### config.mk
export PLATFORM = sky130hd
export DESIGN_NAME = pfmux_top
export DESIGN_NICKNAME = d
export VERILOG_FILES = /design/src/hw/pfmux_pkg.sv /design/src/hw/pfmux_sync.sv /design/src/hw/pfmux_edge.sv /design/src/hw/pfmux_top.sv
export SDC_FILE = /design/constraint.sdc
export NUM_CORES = 1
export LEC_CHECK = 0
export BUFFER_PORTS_ARGS = -buffer_cell sky130_fd_sc_hd__clkbuf_2
export CAP_MARGIN = 20
export CORE_MARGIN = 2
export CORE_UTILIZATION = 50
export DETAILED_ROUTE_END_ITERATION = 6
export HOLD_SLACK_MARGIN = 0.08
export PLACE_DENSITY = 0.8
export SLEW_MARGIN = 0
export SYNTH_ARGS = -nofsm -noshare
export SYNTH_HDL_FRONTEND = slang
export SYNTH_SLANG_ARGS = --single-unit
### constraint.sdc
create_clock -name aclk -period 2.18 [get_ports aclk]
set_clock_uncertainty 0.05 [all_clocks]
set_input_delay 0.436 -clock aclk [delete_from_list [all_inputs] [get_ports aclk]]
set_output_delay 0.436 -clock aclk [all_outputs]
set_load 0.03 [all_outputs]
### src/hw/pfmux_pkg.sv
// Package for the port 1 pin-function selector
package pfmux_pkg;
  localparam int unsigned ADDR_W = 4;
  localparam logic [ADDR_W-1:0] OFF_FUNC_SEL   = 4'h0;
  localparam logic [ADDR_W-1:0] OFF_DIRECTION  = 4'h4;
  localparam logic [ADDR_W-1:0] OFF_DATA       = 4'h8;
  localparam logic [ADDR_W-1:0] OFF_EDGE_CTRL  = 4'hC;
  localparam logic [7:0] FUNC_SEL_RST = 8'h00;
  localparam logic [7:0] DIR_RST      = 8'h00;
  localparam logic [7:0] DATA_RST     = 8'h00;
  localparam logic [2:0] EDGE_RST     = 3'h0;
  localparam logic [7:0] FUNC_WMASK   = 8'hF7;
  localparam int unsigned BIT_INT3  = 7;
  localparam int unsigned BIT_INT2  = 6;
  localparam int unsigned BIT_INT1  = 5;
  localparam int unsigned BIT_PWM   = 4;
  localparam int unsigned BIT_TFH   = 2;
  localparam int unsigned BIT_TFL   = 1;
  localparam int unsigned BIT_WATCH = 0;
  localparam logic [2:0] TIMER_C_EVENT_MODE = 3'h7;
  localparam logic [1:0] RESP_OKAY   = 2'h0;
  localparam logic [1:0] RESP_SLVERR = 2'h2;
endpackage

### src/hw/pfmux_sync.sv
// Two-stage synchroniser for pin inputs
`timescale 1ns/1ps
module pfmux_sync #(
  parameter int unsigned WIDTH = 8
) (
  input  wire logic             aclk,
  input  wire logic             aresetn,
  input  wire logic [WIDTH-1:0] d,
  output logic      [WIDTH-1:0] q
);
  logic [WIDTH-1:0] meta_r;

  always_ff @(posedge aclk)
  begin
    if (!aresetn)
    begin
      meta_r <= '0;
      q      <= '0;
    end
    else
    begin
      meta_r <= d;
      q      <= meta_r;
    end
  end
endmodule

### src/hw/pfmux_edge.sv
// Selectable edge detector for one event input
`timescale 1ns/1ps
module pfmux_edge (
  input  wire logic aclk,
  input  wire logic aresetn,
  input  wire logic enable,
  input  wire logic rising,
  input  wire logic level,
  output logic      pulse
);
  logic prev_r;

  always_ff @(posedge aclk)
  begin
    if (!aresetn)
      prev_r <= 1'b0;
    else
      prev_r <= level;
  end

  // Registered pulse, gated so a disabled pin never reports an edge
  always_ff @(posedge aclk)
  begin
    if (!aresetn)
      pulse <= 1'b0;
    else
      pulse <= enable && (rising ? (level && !prev_r) : (!level && prev_r));
  end
endmodule

### src/hw/pfmux_top.sv
// Port 1 pin-function selector with AXI4-Lite register access
//
// Our own choices: the register offsets and the AXI4-Lite register port.
`timescale 1ns/1ps
module pfmux_top #(
  parameter int unsigned PINS = 8
) (
  input  wire logic                          aclk,
  input  wire logic                          aresetn,
  input  wire logic [pfmux_pkg::ADDR_W-1:0]  s_axi_awaddr,
  input  wire logic                          s_axi_awvalid,
  output logic                               s_axi_awready,
  input  wire logic [31:0]                   s_axi_wdata,
  input  wire logic [3:0]                    s_axi_wstrb,
  input  wire logic                          s_axi_wvalid,
  output logic                               s_axi_wready,
  output logic      [1:0]                    s_axi_bresp,
  output logic                               s_axi_bvalid,
  input  wire logic                          s_axi_bready,
  input  wire logic [pfmux_pkg::ADDR_W-1:0]  s_axi_araddr,
  input  wire logic                          s_axi_arvalid,
  output logic                               s_axi_arready,
  output logic      [31:0]                   s_axi_rdata,
  output logic      [1:0]                    s_axi_rresp,
  output logic                               s_axi_rvalid,
  input  wire logic                          s_axi_rready,
  input  wire logic [PINS-1:0]               pin_in,
  output logic      [PINS-1:0]               pin_out,
  output logic      [PINS-1:0]               pin_oe_n,
  input  wire logic                          pwm_out_src,
  input  wire logic                          timer_f_high_output,
  input  wire logic                          timer_f_low_output,
  input  wire logic                          watch_clock_output,
  input  wire logic [2:0]                    timer_f_clock_select,
  input  wire logic [2:0]                    timer_c_clock_field,
  output logic                               ext_int3_event,
  output logic                               ext_int2_event,
  output logic                               ext_int1_event,
  output logic                               timer_f_event_input,
  output logic                               timer_c_event_input,
  output logic                               timer_b_event_input
);
  logic [7:0]       port1_function_select_r;
  logic [PINS-1:0]  port1_direction_r;
  logic [PINS-1:0]  port1_data_r;
  logic [2:0]       edge_rising_r;
  logic [PINS-1:0]  pin_sync;
  logic [PINS-1:0]  periph_out;
  logic [PINS-1:0]  periph_drive;
  logic [PINS-1:0]  pin_drive;
  logic [2:0]       ev_pulse;
  logic             aw_held_r;
  logic             w_held_r;
  logic [pfmux_pkg::ADDR_W-1:0] aw_addr_r;
  logic [31:0]      w_data_r;
  logic [3:0]       w_strb_r;
  logic             do_write;
  logic             do_read;

  function automatic logic mapped(input logic [pfmux_pkg::ADDR_W-1:0] a);
    mapped = (a == pfmux_pkg::OFF_FUNC_SEL) || (a == pfmux_pkg::OFF_DIRECTION) ||
             (a == pfmux_pkg::OFF_DATA) || (a == pfmux_pkg::OFF_EDGE_CTRL);
  endfunction

  // Write address and data may arrive in either order; each is held once taken
  assign s_axi_awready = !aw_held_r && !s_axi_bvalid;
  assign s_axi_wready  = !w_held_r && !s_axi_bvalid;
  assign do_write      = aw_held_r && w_held_r && !s_axi_bvalid;

  always_ff @(posedge aclk)
  begin
    if (!aresetn)
    begin
      aw_held_r <= 1'b0;
      aw_addr_r <= '0;
    end
    else if (s_axi_awvalid && s_axi_awready)
    begin
      aw_held_r <= 1'b1;
      aw_addr_r <= s_axi_awaddr;
    end
    else if (do_write)
      aw_held_r <= 1'b0;
  end

  always_ff @(posedge aclk)
  begin
    if (!aresetn)
    begin
      w_held_r <= 1'b0;
      w_data_r <= '0;
      w_strb_r <= '0;
    end
    else if (s_axi_wvalid && s_axi_wready)
    begin
      w_held_r <= 1'b1;
      w_data_r <= s_axi_wdata;
      w_strb_r <= s_axi_wstrb;
    end
    else if (do_write)
      w_held_r <= 1'b0;
  end

  always_ff @(posedge aclk)
  begin
    if (!aresetn)
    begin
      s_axi_bvalid <= 1'b0;
      s_axi_bresp  <= pfmux_pkg::RESP_OKAY;
    end
    else if (do_write)
    begin
      s_axi_bvalid <= 1'b1;
      s_axi_bresp  <= mapped(aw_addr_r) ? pfmux_pkg::RESP_OKAY : pfmux_pkg::RESP_SLVERR;
    end
    else if (s_axi_bready)
      s_axi_bvalid <= 1'b0;
  end

  // Register stores; only byte lane 0 carries data
  always_ff @(posedge aclk)
  begin
    if (!aresetn)
      port1_function_select_r <= pfmux_pkg::FUNC_SEL_RST;
    else if (do_write && w_strb_r[0] && aw_addr_r == pfmux_pkg::OFF_FUNC_SEL)
      port1_function_select_r <= w_data_r[7:0] & pfmux_pkg::FUNC_WMASK;
  end

  always_ff @(posedge aclk)
  begin
    if (!aresetn)
      port1_direction_r <= pfmux_pkg::DIR_RST;
    else if (do_write && w_strb_r[0] && aw_addr_r == pfmux_pkg::OFF_DIRECTION)
      port1_direction_r <= w_data_r[PINS-1:0];
  end

  always_ff @(posedge aclk)
  begin
    if (!aresetn)
      port1_data_r <= pfmux_pkg::DATA_RST;
    else if (do_write && w_strb_r[0] && aw_addr_r == pfmux_pkg::OFF_DATA)
      port1_data_r <= w_data_r[PINS-1:0];
  end

  always_ff @(posedge aclk)
  begin
    if (!aresetn)
      edge_rising_r <= pfmux_pkg::EDGE_RST;
    else if (do_write && w_strb_r[0] && aw_addr_r == pfmux_pkg::OFF_EDGE_CTRL)
      edge_rising_r <= w_data_r[2:0];
  end

  // Read channel
  assign s_axi_arready = !s_axi_rvalid;
  assign do_read       = s_axi_arvalid && s_axi_arready;

  always_ff @(posedge aclk)
  begin
    if (!aresetn)
    begin
      s_axi_rvalid <= 1'b0;
      s_axi_rdata  <= '0;
      s_axi_rresp  <= pfmux_pkg::RESP_OKAY;
    end
    else if (do_read)
    begin
      s_axi_rvalid <= 1'b1;
      s_axi_rresp  <= mapped(s_axi_araddr) ? pfmux_pkg::RESP_OKAY : pfmux_pkg::RESP_SLVERR;
      case (s_axi_araddr)
        pfmux_pkg::OFF_FUNC_SEL:  s_axi_rdata <= {24'h000000, port1_function_select_r};
        pfmux_pkg::OFF_DIRECTION: s_axi_rdata <= {24'h000000, port1_direction_r};
        // Output pins read back latched data, input pins the synced level
        pfmux_pkg::OFF_DATA:
          s_axi_rdata <= {24'h000000,
                          (port1_data_r & port1_direction_r) | (pin_sync & ~port1_direction_r)};
        pfmux_pkg::OFF_EDGE_CTRL: s_axi_rdata <= {29'h0, edge_rising_r};
        default:                  s_axi_rdata <= '0;
      endcase
    end
    else if (s_axi_rready)
      s_axi_rvalid <= 1'b0;
  end

  pfmux_sync #(
    .WIDTH (PINS)
  ) u_sync (
    .aclk    (aclk),
    .aresetn (aresetn),
    .d       (pin_in),
    .q       (pin_sync)
  );

  // Peripheral outputs; event pins never drive when selected
  always_comb
  begin
    periph_out   = '0;
    periph_drive = '0;
    periph_out[pfmux_pkg::BIT_PWM]     = pwm_out_src;
    periph_out[pfmux_pkg::BIT_TFH]     = timer_f_high_output;
    periph_out[pfmux_pkg::BIT_TFL]     = timer_f_low_output;
    periph_out[pfmux_pkg::BIT_WATCH]   = watch_clock_output;
    periph_drive[pfmux_pkg::BIT_PWM]   = 1'b1;
    periph_drive[pfmux_pkg::BIT_TFH]   = 1'b1;
    periph_drive[pfmux_pkg::BIT_TFL]   = 1'b1;
    periph_drive[pfmux_pkg::BIT_WATCH] = 1'b1;
  end

  // Selected pins follow their function; direction and data ignored there
  always_comb
  begin
    for (int i = 0; i < PINS; i++)
    begin
      if (i < 8 && port1_function_select_r[i])
        pin_drive[i] = periph_drive[i];
      else
        pin_drive[i] = port1_direction_r[i];
    end
  end

  // Registered pin data; oe_n kept low only while the pin is driven
  always_ff @(posedge aclk)
  begin
    if (!aresetn)
    begin
      pin_out  <= '0;
      pin_oe_n <= '1;
    end
    else
    begin
      pin_out  <= (periph_out & port1_function_select_r[PINS-1:0]) |
                  (port1_data_r & ~port1_function_select_r[PINS-1:0]);
      pin_oe_n <= ~pin_drive;
    end
  end

  for (genvar g = 0; g < 3; g++)
  begin : g_edge
    pfmux_edge u_edge (
      .aclk    (aclk),
      .aresetn (aresetn),
      .enable  (port1_function_select_r[pfmux_pkg::BIT_INT1 + g]),
      .rising  (edge_rising_r[g]),
      .level   (pin_sync[pfmux_pkg::BIT_INT1 + g]),
      .pulse   (ev_pulse[g])
    );
  end

  // Interrupt enables live in the interrupt controller
  assign ext_int1_event      = ev_pulse[0];
  assign ext_int2_event      = ev_pulse[1];
  assign ext_int3_event      = ev_pulse[2];
  assign timer_b_event_input = ev_pulse[0];
  assign timer_c_event_input = ev_pulse[1] &&
                               (timer_c_clock_field == pfmux_pkg::TIMER_C_EVENT_MODE);
  assign timer_f_event_input = ev_pulse[2] && !timer_f_clock_select[2];
endmodule

==> impl_results.md <==
* Cell area after layout at 0.00430 mm²
* Slew HR at 60.7%
* Drt initial violations at 313
* Initial core utilization at 51.7%
* Sequential share of the synthesized area at 48.4%
* First-pass GRT wire length at 12.8 mm
* Setup Buffers After CTS at 0
* Area contributors post-synth: dfxtp_1 48%, buf_4 5.4%, a21oi_1 5.2%
* GRT Total Usage at 19.2%
* Residual DRC count at 0
* Cts bufs inserted at 9
* Final Hold Vio Count at 0
* Die width at 90.8 µm
* Root Driver: clkbuf_8
* Max FO, Critical Path at 10
* Row count at 31
* Grt total ovfl at 0
* CTS Hold Bufs at 0
* Setup crit start kind: flop
* Compound-Gate Fraction of Synth Area at 13.3%
* H-tree depth at 3
* Post-detail-place hpwl at 5.39 mm
* Core box area at 0.00729 mm²
* Main synth FF type: dfxtp_1
* Area growth syn-to-layout at 14.1%
* Main combinational cell family by area after synthesis: simple AND/OR/NAND/NOR gates
* Worst hold slack at 227 ps
* Synth top area share at 48.4%
* CP endpoint kind: primary output
* Cell with the most instances after synthesis: dfxtp_1
* Post-synthesis xor/xnor area fraction at 0%
* Boundary Pins at 132
* Post-Synth Simple-Gate Area at 20.3%
* Cell taking the most area after synthesis: dfxtp_1
* Power per cell area at 793 mW/mm²
* Post-synth top cells: 91 x dfxtp_1, 39 x a21oi_1, 28 x nand3_1
* Fin util at 59.0%
* Slew Viols, Final at 0
* Final period util at 78.1%
* Sink Count at 91
* F_max at 587 MHz
* Final WL at 7.82 mm
* Initial antenna violation count at 0
* Adder-cell share of the synthesized area at 0%
* Syn_area_per_cell at 9.71 µm²
* Post-synthesis mux area share at 7.80%
* Clock Latency Late Sink at 350 ps
* Final WS setup at 476 ps
* DR pass1 iterations at 6
* Detail Route Antenna Nets at 0
* Routed vias at 2,940
* Setup TNS at 0 ps
* Drt via density at 5.28
* Unrepaired setup endpoints after global routing: false
* Clock tree from TritonCTS: built
* Maximum vdd ir drop at 324 µV
* Pin count of the biggest net entering global routing at 59
* WP data required at 1690 ps
* Count of different cell masters after synthesis at 44
* WS Path Type: flop to primary output
* Post-synth ARST share at 0%
* # fillers at 658
* Clock Pin Slew Worst Setup and Hold Paths at 90 ps
* Clock Tree Buf Depth at 2
* DR WL/cell at 14.0 µm
* Yosys warning count at 0
* PortBufs at 76
* Outcome: complete, no violations
* Placed cell areas at 0.00406 mm²
* Gates resized, CTS repair at 0
* Share of layout cells above drive strength 1 at 25.5%
* GP Congestion at 0.812
* Vias in the first global route at 2,617
* DIE AREA at 0.00824 mm²
* Dpl ws at 412 ps
* Post-synth EDFFs at 0
* Endpoints failing setup at 0
* Fin nets at 522
* Mapped Cells at 388
* Max_cap viols at 0
* Flops & latches, synth at 91
* Leakage power at 1.70 nW
* Min-Delay Path Class: input port to flop
* Synthesized area at 0.00377 mm²
* Final min period at 1700 ps
* Pin slew with the least headroom to its limit at 590 ps
* Die Ht at 90.8 µm
* Crit path DAT at 1220 ps
* Inserted Diodes at 0
[area by class of cell]
type                            instances  area [µm²]  share of cell area [%]
Inverter                                3        11.3                   0.262
Clock inverter                          6         114                    2.65
Timing Repair Buffer                   82         438                    10.2
Multi-Input combinational cell        266        1660                    38.7
Clock buffer                           10         128                    2.97
Sequential cell                        91        1820                    42.4
Tap cell                               99         124                    2.88
[layout by cell type, fill, tap and decap left out, types with 2 or more instances in the layout]
cell	synthesis	final
and4b_1	3	3
and2_1	20	20
nand4_1	4	4
nor4b_2	2	2
o21ai_1	19	19
nor2b_1	3	3
nand3_1	28	28
nand4b_1	2	2
clkbuf_2	1	76
inv_1	3	3
bufinv_16	0	3
nor2_1	25	25
a211oi_1	8	8
a22oi_1	7	7
buf_4	27	5
dfxtp_1	91	91
a21oi_1	39	39
nand2_1	8	8
nand2b_1	2	2
nor4b_4	2	2
conb_1	1	26
clkbuf_8	2	9
nor3b_2	1	2
nand3b_1	7	7
mux2i_1	17	17
nor3b_1	4	3
nor3_1	3	3
o21ai_0	12	12
mux2_2	11	11
a222oi_1	3	3
clkinvlp_4	0	2
and4_1	2	2
[stage by stage]
stage               cells  power, mW
finish                557       3.41
global route          557       3.54
CTS                   557       3.42
detailed placement    541       2.10
global placement      541       2.09
floorplan             413       2.06
[sequential cells by signal, indices dropped and copies added (netlist names)]
| signal | cells |
|---|---|
| aw_addr_r | 4 |
| aw_held_r | 1 |
| edge_rising_r | 3 |
| g_edge.u_edge.prev_r | 3 |
| g_edge.u_edge.pulse | 3 |
| pin_oe_n | 8 |
| pin_out | 8 |
| port1_data_r | 8 |
| port1_direction_r | 8 |
| port1_function_select_r | 7 |
| s_axi_bresp | 1 |
| s_axi_bvalid | 1 |
| s_axi_rdata | 8 |
| s_axi_rresp | 1 |
| s_axi_rvalid | 1 |
| u_sync.meta_r | 8 |
| u_sync.q | 8 |
| w_data_r | 8 |
| w_held_r | 1 |
| w_strb_r | 1 |
[critical path, cell delays in order (launching register included)]
cell	delay, ps
dfxtp_1	560
nor2_1	100
clkbuf_2	200
[per-layer routing]
metal	up-vias	track usage (%)	part of all wire, %	routed length [µm]
met5	-	0	0	0
met2	136	28.3	44	3460
li1	1455	-	-	-
met1	1335	27.0	46	3610
met4	0	8.84	2.2	173
met3	14	3.76	7.4	577
[cells by family (layout without fill, tap and decap cells)]
kind of cell	after synthesis	in the layout
buf+inv	56	101
flops	91	91
other cells	1	26
simple gates	123	123
mux	28	28
compound gates	89	89
[power breakdown]
part           internal [mW]  switching [mW]  total (mW)
clock network          0.763           0.583        1.35
registers               1.70          0.0456        1.75
logic                  0.105           0.208       0.313
total                   2.57           0.837        3.41
[final timing paths]
check	from	cells after the start	slack [ps]	to
worst max-delay path	s_axi_bvalid	2	480	s_axi_wready
worst min-delay path	pin_in[1]	2	230	u_sync.meta_r[1]
worst max register to register	s_axi_bvalid	3	550	port1_data_r[3]
worst min register to register	u_sync.meta_r[4]	1	380	u_sync.q[4]
Power figures use the tool's default switching activity.
